$ cat src/hdl/pmc_pkg.sv
// Shared definitions of the power mode controller: register map, control fields,
// operating modes, debug command codes and regulator states.
// Assumes a 32-bit APB master and a bus clock of 20 MHz.
package pmc_pkg;

	localparam int          APB_AW      = 8;
	localparam int          APB_DW      = 32;
	localparam logic [7:0]  OFFS_CTRL   = 8'h00;
	localparam logic [7:0]  OFFS_STATUS = 8'h04;
	localparam logic [7:0]  OFFS_ACK    = 8'h08;

	// Control register, bit 6 downward.
	typedef struct packed {
		logic ext_ref_stop_keep;
		logic wake_to_full_regulation;
		logic low_power_run_request;
		logic partial_powerdown_select;
		logic lowvolt_detect_in_stop;
		logic lowvolt_detect_enable;
		logic stop_instruction_allow;
	} pmc_ctrl_t;

	localparam int        CTRL_W     = 7;
	localparam pmc_ctrl_t CTRL_RESET = 7'h00;

	// Status register fields.
	localparam int STAT_MODE_LSB   = 0;
	localparam int STAT_STBY_BIT   = 4;
	localparam int STAT_RCVR_BIT   = 5;
	localparam int STAT_IOHOLD_BIT = 6;
	localparam int STAT_DBGCLK_BIT = 7;

	// Acknowledge register: writing one here opens the I/O latches.
	localparam int ACK_BIT = 0;

	typedef enum logic [2:0] {
		MODE_RUN   = 3'h0,
		MODE_WAIT  = 3'h1,
		MODE_BKGD  = 3'h2,
		MODE_STOP3 = 3'h3,
		MODE_STOP2 = 3'h4
	} pmc_mode_t;

	typedef enum logic [2:0] {
		CMD_MEM        = 3'h0,
		CMD_MEM_STAT   = 3'h1,
		CMD_DREG       = 3'h2,
		CMD_BACKGROUND = 3'h3,
		CMD_CPUREG     = 3'h4,
		CMD_TRACE      = 3'h5,
		CMD_GO         = 3'h6
	} pmc_cmd_t;

	typedef enum logic [1:0] {
		REG_FULL    = 2'h0,
		REG_STANDBY = 2'h1,
		REG_PARTIAL = 2'h2
	} pmc_reg_t;

	typedef struct packed {
		logic valid;
		logic exec;
		logic mode_err;
	} pmc_resp_t;

	localparam pmc_resp_t   RESP_IDLE = 3'h0;
	localparam logic [31:0] RD_ZERO   = 32'h0000_0000;

endpackage

$ cat src/hdl/pmc_power_mode_controller.sv
// Operating-mode controller: run, wait, background, stop3 and stop2, with
// debug command gating and stop2 I/O latch recovery.
// Assumes all inputs are synchronous to clock and that the CPU core reports
// each mode-entry instruction as a one-cycle pulse.
//
// Register access over APB and the placing of the registers were chosen for this implementation.
module pmc_power_mode_controller
(
	// Clock, reset and freeze
	input  wire logic                       clock,
	input  wire logic                       rst_n,
	input  wire logic                       clk_en,
	// APB slave
	input  wire logic [pmc_pkg::APB_AW-1:0] paddr,
	input  wire logic                       psel,
	input  wire logic                       penable,
	input  wire logic                       pwrite,
	input  wire logic [pmc_pkg::APB_DW-1:0] pwdata,
	output logic      [pmc_pkg::APB_DW-1:0] prdata,
	output logic                            pready,
	output logic                            pslverr,
	// CPU core events
	input  wire logic                       wait_exec,
	input  wire logic                       stop_exec,
	input  wire logic                       halt_to_debug_instruction,
	input  wire logic                       irq_req,
	output logic                            cpu_clock_en,
	output logic                            bus_clock_en,
	output logic                            fetch_enable,
	output logic                            cpu_suspended,
	output logic                            clear_irq_mask,
	output logic                            irq_stack_start,
	output logic                            illegal_opcode_reset,
	output logic                            restart_from_por,
	// Debug side
	input  wire logic                       debug_mode_select_pin,
	input  wire logic                       force_reset_release,
	input  wire logic                       debug_enable,
	input  wire logic                       debug_ctrl_break,
	input  wire logic                       debugger_break,
	input  wire logic                       cmd_valid,
	input  wire pmc_pkg::pmc_cmd_t          cmd_code,
	output pmc_pkg::pmc_resp_t              cmd_resp,
	output logic                            debug_clock_en,
	// Wake sources and oscillator
	input  wire logic                       wake_pin_n,
	input  wire logic                       rtc_wake_enable,
	input  wire logic                       rtc_wake_req,
	input  wire logic                       osc_active,
	input  wire logic                       high_gain_osc,
	input  wire logic                       osc_high_range,
	output logic                            osc_run_in_stop,
	// Power and I/O
	output pmc_pkg::pmc_reg_t               regulator_mode,
	output logic                            io_latch_hold,
	output logic                            logic_power_off,
	output pmc_pkg::pmc_mode_t              mode_out
);

	pmc_pkg::pmc_mode_t  mode;
	pmc_pkg::pmc_mode_t  next_mode;
	pmc_pkg::pmc_ctrl_t  ctrl;
	pmc_pkg::pmc_ctrl_t  wr_val;
	logic                regulator_standby_status;
	logic                powerdown_recovery_flag;
	logic                wake_full_latched;
	logic                stop3_debug;
	logic                stop3_full_reg;
	logic                osc_keep_latched;
	logic                por_check;
	logic                wr_en;
	logic                rd_setup;
	logic                ack_write;
	logic                ctrl_write;
	logic                debug_event;
	logic                cmd_alive;
	logic                cmd_is_bkgd;
	logic                cmd_is_go;
	logic                stop2_wake;
	logic                lp_full_wake;
	logic                lp_req_ok;
	logic                ppd_ok;
	logic                debug_clk;
	pmc_pkg::pmc_mode_t  stop_target;

	// Bus side. The slave answers without wait states unless frozen.
	assign pready     = clk_en;
	assign wr_en      = psel & penable & pwrite & clk_en;
	assign rd_setup   = psel & ~penable & ~pwrite & clk_en;
	assign ctrl_write = wr_en & (paddr == pmc_pkg::OFFS_CTRL);
	assign ack_write  = wr_en & (paddr == pmc_pkg::OFFS_ACK) & pwdata[pmc_pkg::ACK_BIT];
	assign wr_val     = pmc_pkg::pmc_ctrl_t'(pwdata[pmc_pkg::CTRL_W-1:0]);

	always_comb
	begin
		if ((paddr == pmc_pkg::OFFS_CTRL) || (paddr == pmc_pkg::OFFS_STATUS)
			|| (paddr == pmc_pkg::OFFS_ACK))
			pslverr = 1'b0;
		else
			pslverr = psel & penable;
	end

	// Read data is captured in the setup cycle so that it comes from flops.
	always_ff @(posedge clock or negedge rst_n)
	begin
		if (!rst_n)
			prdata <= pmc_pkg::RD_ZERO;
		else if (rd_setup)
		begin
			prdata <= pmc_pkg::RD_ZERO;
			if (paddr == pmc_pkg::OFFS_CTRL)
				prdata[pmc_pkg::CTRL_W-1:0] <= ctrl;
			else if (paddr == pmc_pkg::OFFS_STATUS)
			begin
				prdata[pmc_pkg::STAT_MODE_LSB +: 3] <= mode;
				prdata[pmc_pkg::STAT_STBY_BIT]      <= regulator_standby_status;
				prdata[pmc_pkg::STAT_RCVR_BIT]      <= powerdown_recovery_flag;
				prdata[pmc_pkg::STAT_IOHOLD_BIT]    <= io_latch_hold;
				prdata[pmc_pkg::STAT_DBGCLK_BIT]    <= debug_clk;
			end
		end
	end

	// Debug commands are only heard while the debug clock runs.
	assign debug_clk   = (mode == pmc_pkg::MODE_STOP3) ? stop3_debug
		: (mode != pmc_pkg::MODE_STOP2);
	assign cmd_alive   = cmd_valid & debug_clk;
	assign cmd_is_bkgd = cmd_alive & (cmd_code == pmc_pkg::CMD_BACKGROUND);
	assign cmd_is_go   = cmd_alive & (cmd_code == pmc_pkg::CMD_GO)
		& (mode == pmc_pkg::MODE_BKGD);

	// Strap sampled at the first enabled edge after reset release.
	always_ff @(posedge clock or negedge rst_n)
	begin
		if (!rst_n)
			por_check <= 1'b1;
		else if (clk_en)
			por_check <= 1'b0;
	end

	assign debug_event = (por_check & ~debug_mode_select_pin)
		| (force_reset_release & ~debug_mode_select_pin)
		| cmd_is_bkgd | halt_to_debug_instruction | debug_ctrl_break
		| debugger_break;

	// Stop mode choice from the option bits.
	always_comb
	begin
		if (debug_enable)
			stop_target = pmc_pkg::MODE_STOP3;
		else if (ctrl.lowvolt_detect_enable & ctrl.lowvolt_detect_in_stop)
			stop_target = pmc_pkg::MODE_STOP3;
		else if (ctrl.partial_powerdown_select)
			stop_target = pmc_pkg::MODE_STOP2;
		else
			stop_target = pmc_pkg::MODE_STOP3;
	end

	assign stop2_wake = ~wake_pin_n | (rtc_wake_enable & rtc_wake_req);

	always_comb
	begin
		next_mode = mode;
		case (mode)
			pmc_pkg::MODE_RUN:
			begin
				if (debug_event)
					next_mode = pmc_pkg::MODE_BKGD;
				else if (stop_exec & ctrl.stop_instruction_allow)
					next_mode = stop_target;
				else if (wait_exec)
					next_mode = pmc_pkg::MODE_WAIT;
			end
			pmc_pkg::MODE_WAIT:
			begin
				if (cmd_is_bkgd)
					next_mode = pmc_pkg::MODE_BKGD;
				else if (irq_req)
					next_mode = pmc_pkg::MODE_RUN;
			end
			pmc_pkg::MODE_BKGD:
			begin
				if (cmd_is_go)
					next_mode = pmc_pkg::MODE_RUN;
			end
			pmc_pkg::MODE_STOP3:
			begin
				if (cmd_is_bkgd)
					next_mode = pmc_pkg::MODE_BKGD;
				else if (irq_req)
					next_mode = pmc_pkg::MODE_RUN;
			end
			pmc_pkg::MODE_STOP2:
			begin
				if (stop2_wake)
					next_mode = pmc_pkg::MODE_RUN;
			end
			default:
				next_mode = pmc_pkg::MODE_RUN;
		endcase
	end

	always_ff @(posedge clock or negedge rst_n)
	begin
		if (!rst_n)
			mode <= pmc_pkg::MODE_RUN;
		else if (clk_en)
			mode <= next_mode;
	end

	// Options caught at stop and wait entry.
	always_ff @(posedge clock or negedge rst_n)
	begin
		if (!rst_n)
		begin
			wake_full_latched <= 1'b0;
			stop3_debug       <= 1'b0;
			stop3_full_reg    <= 1'b0;
			osc_keep_latched  <= 1'b0;
		end
		else if (clk_en && mode == pmc_pkg::MODE_RUN && !debug_event)
		begin
			if (wait_exec || stop_exec)
				wake_full_latched <= ctrl.wake_to_full_regulation;
			if (stop_exec)
			begin
				stop3_debug      <= debug_enable;
				stop3_full_reg   <= debug_enable
					| (ctrl.lowvolt_detect_enable & ctrl.lowvolt_detect_in_stop);
				osc_keep_latched <= osc_active & ~high_gain_osc & ~osc_high_range;
			end
		end
	end

	// An interrupt out of a low-power wait or stop3 with the wake option set.
	assign lp_full_wake = clk_en & irq_req & wake_full_latched & ~cmd_is_bkgd
		& ((mode == pmc_pkg::MODE_WAIT) | (mode == pmc_pkg::MODE_STOP3));

	// The low-power request and partial powerdown select exclude each other.
	assign ppd_ok = wr_val.partial_powerdown_select & ~ctrl.low_power_run_request;
	assign lp_req_ok = wr_val.low_power_run_request & ~ctrl.partial_powerdown_select & ~ppd_ok
		& (mode != pmc_pkg::MODE_BKGD)
		& ~(wr_val.lowvolt_detect_enable & wr_val.lowvolt_detect_in_stop);

	// Power control survives a stop2 wake; the asynchronous reset clears it, and a full-regulation wake clears the low-power request.
	always_ff @(posedge clock or negedge rst_n)
	begin
		if (!rst_n)
			ctrl <= pmc_pkg::CTRL_RESET;
		else if (lp_full_wake)
			ctrl.low_power_run_request <= 1'b0;
		else if (ctrl_write)
		begin
			ctrl                          <= wr_val;
			ctrl.low_power_run_request    <= lp_req_ok;
			ctrl.partial_powerdown_select <= ppd_ok;
		end
	end

	// Status follows the request one cycle behind; a wait keeps it standby.
	always_ff @(posedge clock or negedge rst_n)
	begin
		if (!rst_n)
			regulator_standby_status <= 1'b0;
		else if (lp_full_wake)
			regulator_standby_status <= 1'b0;
		else if (clk_en)
			regulator_standby_status <= ctrl.low_power_run_request;
	end

	// Recovery flag and I/O hold. Entry sets the hold, the wake sets the flag,
	// and the acknowledge clears both; a set in the same cycle wins.
	always_ff @(posedge clock or negedge rst_n)
	begin
		if (!rst_n)
		begin
			powerdown_recovery_flag <= 1'b0;
			io_latch_hold           <= 1'b0;
		end
		else if (clk_en)
		begin
			if (mode == pmc_pkg::MODE_STOP2 && stop2_wake)
				powerdown_recovery_flag <= 1'b1;
			else if (ack_write)
				powerdown_recovery_flag <= 1'b0;
			if (next_mode == pmc_pkg::MODE_STOP2)
				io_latch_hold <= 1'b1;
			else if (ack_write)
				io_latch_hold <= 1'b0;
		end
	end

	// One-cycle pulses to the core and the reset logic.
	always_ff @(posedge clock or negedge rst_n)
	begin
		if (!rst_n)
		begin
			clear_irq_mask       <= 1'b0;
			irq_stack_start      <= 1'b0;
			illegal_opcode_reset <= 1'b0;
			restart_from_por     <= 1'b0;
		end
		else if (clk_en)
		begin
			clear_irq_mask       <= (mode == pmc_pkg::MODE_RUN) & ~debug_event
				& ~stop_exec & wait_exec;
			irq_stack_start      <= irq_req & ~cmd_is_bkgd
				& ((mode == pmc_pkg::MODE_WAIT) | (mode == pmc_pkg::MODE_STOP3));
			illegal_opcode_reset <= (mode == pmc_pkg::MODE_RUN) & ~debug_event
				& stop_exec & ~ctrl.stop_instruction_allow;
			restart_from_por     <= (mode == pmc_pkg::MODE_STOP2) & stop2_wake;
		end
		else
		begin
			clear_irq_mask       <= 1'b0;
			irq_stack_start      <= 1'b0;
			illegal_opcode_reset <= 1'b0;
			restart_from_por     <= 1'b0;
		end
	end

	// Command answers, one cycle after the command.
	always_ff @(posedge clock or negedge rst_n)
	begin
		if (!rst_n)
			cmd_resp <= pmc_pkg::RESP_IDLE;
		else if (clk_en)
		begin
			cmd_resp       <= pmc_pkg::RESP_IDLE;
			cmd_resp.valid <= cmd_alive;
			if (cmd_alive)
			begin
				case (mode)
					pmc_pkg::MODE_BKGD:
						cmd_resp.exec <= 1'b1;
					pmc_pkg::MODE_RUN:
						cmd_resp.exec <= (cmd_code == pmc_pkg::CMD_MEM)
							| (cmd_code == pmc_pkg::CMD_MEM_STAT)
							| (cmd_code == pmc_pkg::CMD_DREG)
							| (cmd_code == pmc_pkg::CMD_BACKGROUND);
					default:
					begin
						cmd_resp.exec     <= (cmd_code == pmc_pkg::CMD_BACKGROUND);
						cmd_resp.mode_err <= (cmd_code == pmc_pkg::CMD_MEM_STAT);
					end
				endcase
			end
		end
		else
			cmd_resp <= pmc_pkg::RESP_IDLE;
	end

	// Clock, power and regulator controls follow the mode.
	assign cpu_clock_en    = (mode == pmc_pkg::MODE_RUN);
	assign fetch_enable    = (mode == pmc_pkg::MODE_RUN);
	assign cpu_suspended   = (mode == pmc_pkg::MODE_BKGD);
	assign bus_clock_en    = (mode != pmc_pkg::MODE_STOP3)
		& (mode != pmc_pkg::MODE_STOP2);
	assign debug_clock_en  = debug_clk;
	assign logic_power_off = (mode == pmc_pkg::MODE_STOP2);
	assign mode_out        = mode;
	assign osc_run_in_stop = (mode == pmc_pkg::MODE_STOP2) ? osc_keep_latched
		: ctrl.ext_ref_stop_keep;

	always_comb
	begin
		if (mode == pmc_pkg::MODE_STOP2)
			regulator_mode = pmc_pkg::REG_PARTIAL;
		else if (mode == pmc_pkg::MODE_STOP3)
			regulator_mode = stop3_full_reg ? pmc_pkg::REG_FULL
				: pmc_pkg::REG_STANDBY;
		else if (regulator_standby_status)
			regulator_mode = pmc_pkg::REG_STANDBY;
		else
			regulator_mode = pmc_pkg::REG_FULL;
	end

	// Checks.
	a_stop_refused: assert property (@(posedge clock) disable iff (!rst_n)
		(clk_en && mode == pmc_pkg::MODE_RUN && !debug_event && stop_exec
			&& !ctrl.stop_instruction_allow)
		|=> (illegal_opcode_reset && mode == pmc_pkg::MODE_RUN))
		else $error("stop while disallowed did not force illegal reset");

	a_wait_entry: assert property (@(posedge clock) disable iff (!rst_n)
		(clk_en && mode == pmc_pkg::MODE_RUN && !debug_event && !stop_exec && wait_exec)
		|=> (mode == pmc_pkg::MODE_WAIT && clear_irq_mask && !cpu_clock_en))
		else $error("wait entry wrong");

	a_wait_irq_exit: assert property (@(posedge clock) disable iff (!rst_n)
		(clk_en && mode == pmc_pkg::MODE_WAIT && irq_req && !cmd_is_bkgd)
		|=> (mode == pmc_pkg::MODE_RUN && irq_stack_start))
		else $error("interrupt did not leave wait");

	a_wait_bkgd_cmd: assert property (@(posedge clock) disable iff (!rst_n)
		(clk_en && mode == pmc_pkg::MODE_WAIT && cmd_is_bkgd)
		|=> (mode == pmc_pkg::MODE_BKGD && cpu_suspended && cmd_resp.exec))
		else $error("background command did not enter background mode");

	a_wait_status_err: assert property (@(posedge clock) disable iff (!rst_n)
		(clk_en && mode == pmc_pkg::MODE_WAIT && cmd_valid
			&& cmd_code == pmc_pkg::CMD_MEM_STAT)
		|=> (cmd_resp.valid && cmd_resp.mode_err && !cmd_resp.exec))
		else $error("status memory command in wait did not error");

	a_lp_full_wake: assert property (@(posedge clock) disable iff (!rst_n)
		lp_full_wake |=> (!ctrl.low_power_run_request && !regulator_standby_status
			&& mode == pmc_pkg::MODE_RUN))
		else $error("full regulation wake did not clear low-power bits");

	a_stop_debug: assert property (@(posedge clock) disable iff (!rst_n)
		(clk_en && mode == pmc_pkg::MODE_RUN && !debug_event && stop_exec
			&& ctrl.stop_instruction_allow && debug_enable)
		|=> (mode == pmc_pkg::MODE_STOP3 && debug_clock_en
			&& regulator_mode == pmc_pkg::REG_FULL))
		else $error("stop with debug enabled not stop3 with debug clock");

	a_stop_clocks: assert property (@(posedge clock) disable iff (!rst_n)
		(mode == pmc_pkg::MODE_STOP2) |-> (!bus_clock_en && !cpu_clock_en
			&& regulator_mode == pmc_pkg::REG_PARTIAL && io_latch_hold && logic_power_off))
		else $error("stop2 outputs wrong");

	a_powerdown_recovery_flag_holds: assert property (@(posedge clock) disable iff (!rst_n)
		(powerdown_recovery_flag && !ack_write) |=> (powerdown_recovery_flag && io_latch_hold))
		else $error("recovery flag or latch released without acknowledge");

	a_stop2_wake: assert property (@(posedge clock) disable iff (!rst_n)
		(clk_en && mode == pmc_pkg::MODE_STOP2 && stop2_wake)
		|=> (restart_from_por && powerdown_recovery_flag && mode == pmc_pkg::MODE_RUN))
		else $error("stop2 wake did not restart");

	c_stop2_cycle: cover property (@(posedge clock) disable iff (!rst_n)
		mode == pmc_pkg::MODE_STOP2 ##1 mode == pmc_pkg::MODE_RUN ##[1:20] ack_write);
	c_debug_go: cover property (@(posedge clock) disable iff (!rst_n)
		mode == pmc_pkg::MODE_BKGD ##1 mode == pmc_pkg::MODE_RUN);
	c_lp_wait: cover property (@(posedge clock) disable iff (!rst_n)
		mode == pmc_pkg::MODE_WAIT && regulator_mode == pmc_pkg::REG_STANDBY);

endmodule

$ cat config.mk
export PLATFORM = sky130hd
export DESIGN_NAME = pmc_power_mode_controller
export DESIGN_NICKNAME = d
export VERILOG_FILES = /design/src/hdl/pmc_pkg.sv /design/src/hdl/pmc_power_mode_controller.sv
export SDC_FILE = /design/constraint.sdc
export NUM_CORES = 1
export LEC_CHECK = 0
export ABC_AREA = 1
export ABC_CLOCK_PERIOD_IN_PS = 1500
export BUFFER_PORTS_ARGS = -buffer_cell sky130_fd_sc_hd__buf_4
export CAP_MARGIN = 20
export CORE_MARGIN = 3
export CORE_UTILIZATION = 44
export CTS_CLUSTER_DIAMETER = 50
export DETAILED_ROUTE_END_ITERATION = 6
export PLACE_DENSITY = 0.85
export RECOVER_POWER = 100
export SETUP_SLACK_MARGIN = 0.02
export SYNTH_ARGS = -nofsm -noshare
export SYNTH_HDL_FRONTEND = slang
export SYNTH_SLANG_ARGS = --single-unit
$ cat constraint.sdc
create_clock -name clock -period 1.5 [get_ports clock]
set_input_delay 0.225 -clock clock [delete_from_list [all_inputs] [get_ports clock]]
set_output_delay 0.225 -clock clock [all_outputs]
set_load 0.02 [all_outputs]
==> results.txt <==
* Unrepaired setup endpoints after global routing: true
- In this run the power spent charging and discharging nets is 0.000707 W.
- Finished Core Util: 67.4%
- The mapped netlist covers 2000 µm².
- Buffer type at the clock tree root: sky130_fd_sc_hd__clkbuf_8
- Required arrival time at the worst endpoint: 1.27 ns
- The internal portion of the total power is 0.00149 W.
- After detailed routing, the number of remaining DRC violations is 0.
- The die covers 5380 µm².
- Dividing the detail-routed wire length by the instance count gives 13.8 µm.
* Met3 layer usage reported by global route: 6.16%
* Per-instance average area after synthesis: 7.68 µm²
- Worst-Margin Slew: 0.816 ns
- Final routed wirelength across all metal layers: 5650 µm
- Share of the synthesized area in the top cell type: 40.1%
- In this run, the number of DRC markers left after iteration 0 of detailed routing was 138.
* Number of warnings reported in the yosys synthesis log: 0
- At the worst endpoint, the arrival time is 1.39 ns.
- In this run the power density over the cells is 783 nW/µm².
- prdata holds more flip-flops than any other register.
- Setup violations remaining at the end of the flow were counted as 20.
* Register Area: 828 µm²
- Count of maximum capacitance violations: 0
- Tmin final: 1.62 ns
- For this run, the register share of the synthesized area comes to 41.4%.
* Multi-input gate area: 1020 µm²
* Layer with the highest usage: met2
- Number of flip-flops in the largest register: 8
- H-tree levels: 2
* Total inserted antenna cells: 0
- For this run, the total global-route usage over all layers was measured as 21.7%.
- Cells with a size suffix above 1 make up 33.4% of the layout.
- Syn Inst Count: 260
- Portion of total power attributed to sequential cells: 43.6%
* Standby leakage power: 1.49 nW
* Gate power share: 26.7%
- Number of hold violations in the final report: 0
- Top cells by area, synth: sky130_fd_sc_hd__dfrtp_1 40%, sky130_fd_sc_hd__nand2_1 14%, sky130_fd_sc_hd__buf_4 10%
- Number of antenna violations at the first check in global routing: 0
* Maximum fanout encountered on the critical timing path: 4
- Floorplan row count: 23
- The via count of the first global-routing pass is 1988.
* Core Footprint: 4170 µm²
- Counting distinct cell types in the post-synthesis netlist gives 30.
- Starting density of the core: 47.8%
- After the last flow step, the layout net total stands at 423.
- Placer Congestion: 0.876
- Once placement finished, the instance area stood at 2550 µm².
- Regs by FF count: prdata (8), ctrl (7)
- Crit path capture type: primary output
- Path type of the worst min-delay path: input pin to flip-flop
* Vias per Instance: 5.02
- Net switching share of the total power: 32.1%
* Clk network pwr share: 29.7%
- After layout, the worst path uses 108% of the clock period.
- In this run the remaining antenna-violating nets after routing total 0.
- Worst VDD drop: 0.429 mV
- 119 I/O pins were placed.
- Global routing finished with a remaining overflow of 0.
- The first global-routing pass estimated 8910 µm of wire.
- Area Growth Syn to Fin: 40.9%
* Post-route cell area: 2810 µm²
* Clock edge transition at the registers on the reported setup and hold paths: 0.07 ns
- Horizontal die dimension: 73.3 µm
- Insertion delay to the later sink of the worst-skew pair: 0.29 ns
- In the global route stage, met1 resource usage came out at 25.9%.
- On the worst path, the slowest cell contributes a delay of 0.44 ns.
- The critical path starts at mode_out[0].
- FILL cells: 339
- Worst clock skew on the final layout: 0.00608 ns
* Slowest library cell on the worst path: sky130_fd_sc_hd__dfrtp_1
- Measured against its own limit, the worst slew margin works out to 45.6%.
- Count of state elements after synthesis: 33
* Worst reg2reg path startpoint: mode_out[2]
* Met2 Use GR: 35.9%
- Via count of the routed design: 2053
- Number of buffers added by the clock tree synthesis step: 5
- Maximum buffer depth of the clock tree: 2
- Clock tree from TritonCTS: yes
- Max Fclk: 618 MHz
- The die is 73.3 µm tall.
- Type of the worst setup path: flip-flop to primary output
* Cell taking the most area after synthesis: sky130_fd_sc_hd__dfrtp_1
* Start point of the worst min-delay path: cmd_code[2]
* Pin count of the biggest net entering global routing: 34
- Outcome: finished with violations
- Total number of clock tree sinks: 33
- The total count of max-transition violations in the final report is 0.
* Worst path cell trace: nor2_1, nand2_2, inv_4, nor2_4, nand2_2, o31ai_4, buf_6
- The worst setup path is launched from a flip-flop.
* Port Buf Inserts: 69
- Setup WS post-layout: -0.117 ns
* Hold Slack: 0.124 ns
- Detail Placement HPWL: 4110 µm
- In this design, the largest share of critical-path delay is due to flip-flops.
- Number of search-and-repair iterations in the first detailed-routing pass: 4
* Crit-path most repeated cell: sky130_fd_sc_hd__nand2_2
* Crit path buffers/inverters: 2
* Violated checks: negative setup slack
* Placement-stage worst setup slack: 0.0725 ns
-- worst register-to-register path: stages, from the launching register on --
cell                      delay [ns]
sky130_fd_sc_hd__dfrtp_2        0.45
sky130_fd_sc_hd__inv_2          0.07
sky130_fd_sc_hd__buf_4          0.13
sky130_fd_sc_hd__buf_4          0.12
sky130_fd_sc_hd__buf_4          0.14
sky130_fd_sc_hd__o31ai_1        0.28
sky130_fd_sc_hd__nand2_1        0.10
sky130_fd_sc_hd__nand2_1        0.08
sky130_fd_sc_hd__nand2_2        0.07
sky130_fd_sc_hd__nand2_1        0.06
-- cells in the final DEF, fill, tap and decap left out, drive strengths merged --
| master | Yosys | final |
|---|---|---|
| dlygate4sd3 | 0 | 1 |
| nor3 | 3 | 3 |
| clkbuf | 0 | 25 |
| inv | 28 | 28 |
| a31oi | 2 | 2 |
| nand3 | 18 | 18 |
| o21ai | 9 | 9 |
| a211oi | 1 | 1 |
| dfstp | 1 | 1 |
| mux2 | 4 | 4 |
| buf | 29 | 76 |
| nor2 | 29 | 29 |
| a21oi | 6 | 6 |
| nand4 | 7 | 8 |
| o31ai | 4 | 4 |
| nand2 | 82 | 82 |
| o21a | 1 | 1 |
| nor3b | 1 | 1 |
| conb | 1 | 24 |
| dfrtp | 32 | 32 |
| clkinv | 1 | 3 |
| nor4 | 1 | 1 |
-- area by class of cell --
cell class	instances	share of cell area, %
clock buffers	6	2.58
clock inverters	2	0.356
inverters	29	3.96
multi-input cells	193	36.4
flip-flops and latches	33	29.5
well taps	50	2.23
repair buffers	96	25.0
-- power by group through the flow --
stage                     logic [W]  registers (W)  clock network, W
after global routing       0.000635       0.000963          0.000722
after global placement     0.000498       0.000972                 0
final                      0.000589       0.000959          0.000654
after floorplan            0.000286        0.00100                 0
after detailed placement   0.000509       0.000974                 0
after CTS                  0.000567       0.000958          0.000670
-- routing by layer --
layer  up-vias  wire, µm
met2       101      2800
met1       959      2250
li1        978         -
met5         -         0
met4         0       121
met3        15       484
-- Yosys cell counts, drive strengths merged --
| cell type | instances |
|---|---|
| nand2 | 82 |
| dfrtp | 32 |
| buf | 29 |
| nor2 | 29 |
| inv | 28 |
| nand3 | 18 |
| o21ai | 9 |
| nand4 | 7 |
| a21oi | 6 |
| mux2 | 4 |
| o31ai | 4 |
| nor3 | 3 |
| a31oi | 2 |
| a211oi | 1 |
| clkinv | 1 |
| conb | 1 |
| dfstp | 1 |
| nor3b | 1 |
| nor4 | 1 |
| o21a | 1 |
-- cell families after synthesis --
kind of cell / Yosys count / synth area share, %
AO/OA/AOI/OAI: 23 / 6.65
buffers and inverters: 58 / 16.1
flip-flops: 33 / 41.4
multiplexers: 4 / 2.26
other: 1 / 0.188
AND/OR/NAND/NOR: 141 / 33.4
-- timing repair --
item,4_1_cts,5_1_grt
setup buffers,10,5
pin swaps,6,3
hold buffers,1,0
setup endpoints to repair,9,25
gates cloned,0,1
resized for setup,27,3
endpoints found under the hold margin,32,0
-- per-stage QoR --
step                      instances  TNS [ns]  total power (W)
final                           409    -0.993          0.00220
after global routing            409     -2.82          0.00232
after CTS                       403    -0.395          0.00219
after floorplan                 283    -0.265          0.00129
after detailed placement        384         0          0.00148
after global placement          384         0          0.00147
-- worst paths after layout --
path / endpoint / slack (ns) / cells past startpoint
worst max-delay path: regulator_mode[0] / -0.12 / 7
max in group asynchronous: mode_out[2] / 0.39 / 2
worst min register to register: por_check / 0.46 / 2
worst max register to register: io_latch_hold / -0.07 / 9
worst min-delay path: cmd_resp[1] / 0.12 / 2
min in group asynchronous: irq_stack_start / 0.56 / 2
No activity file was read; power rests on OpenSTA's default activity.
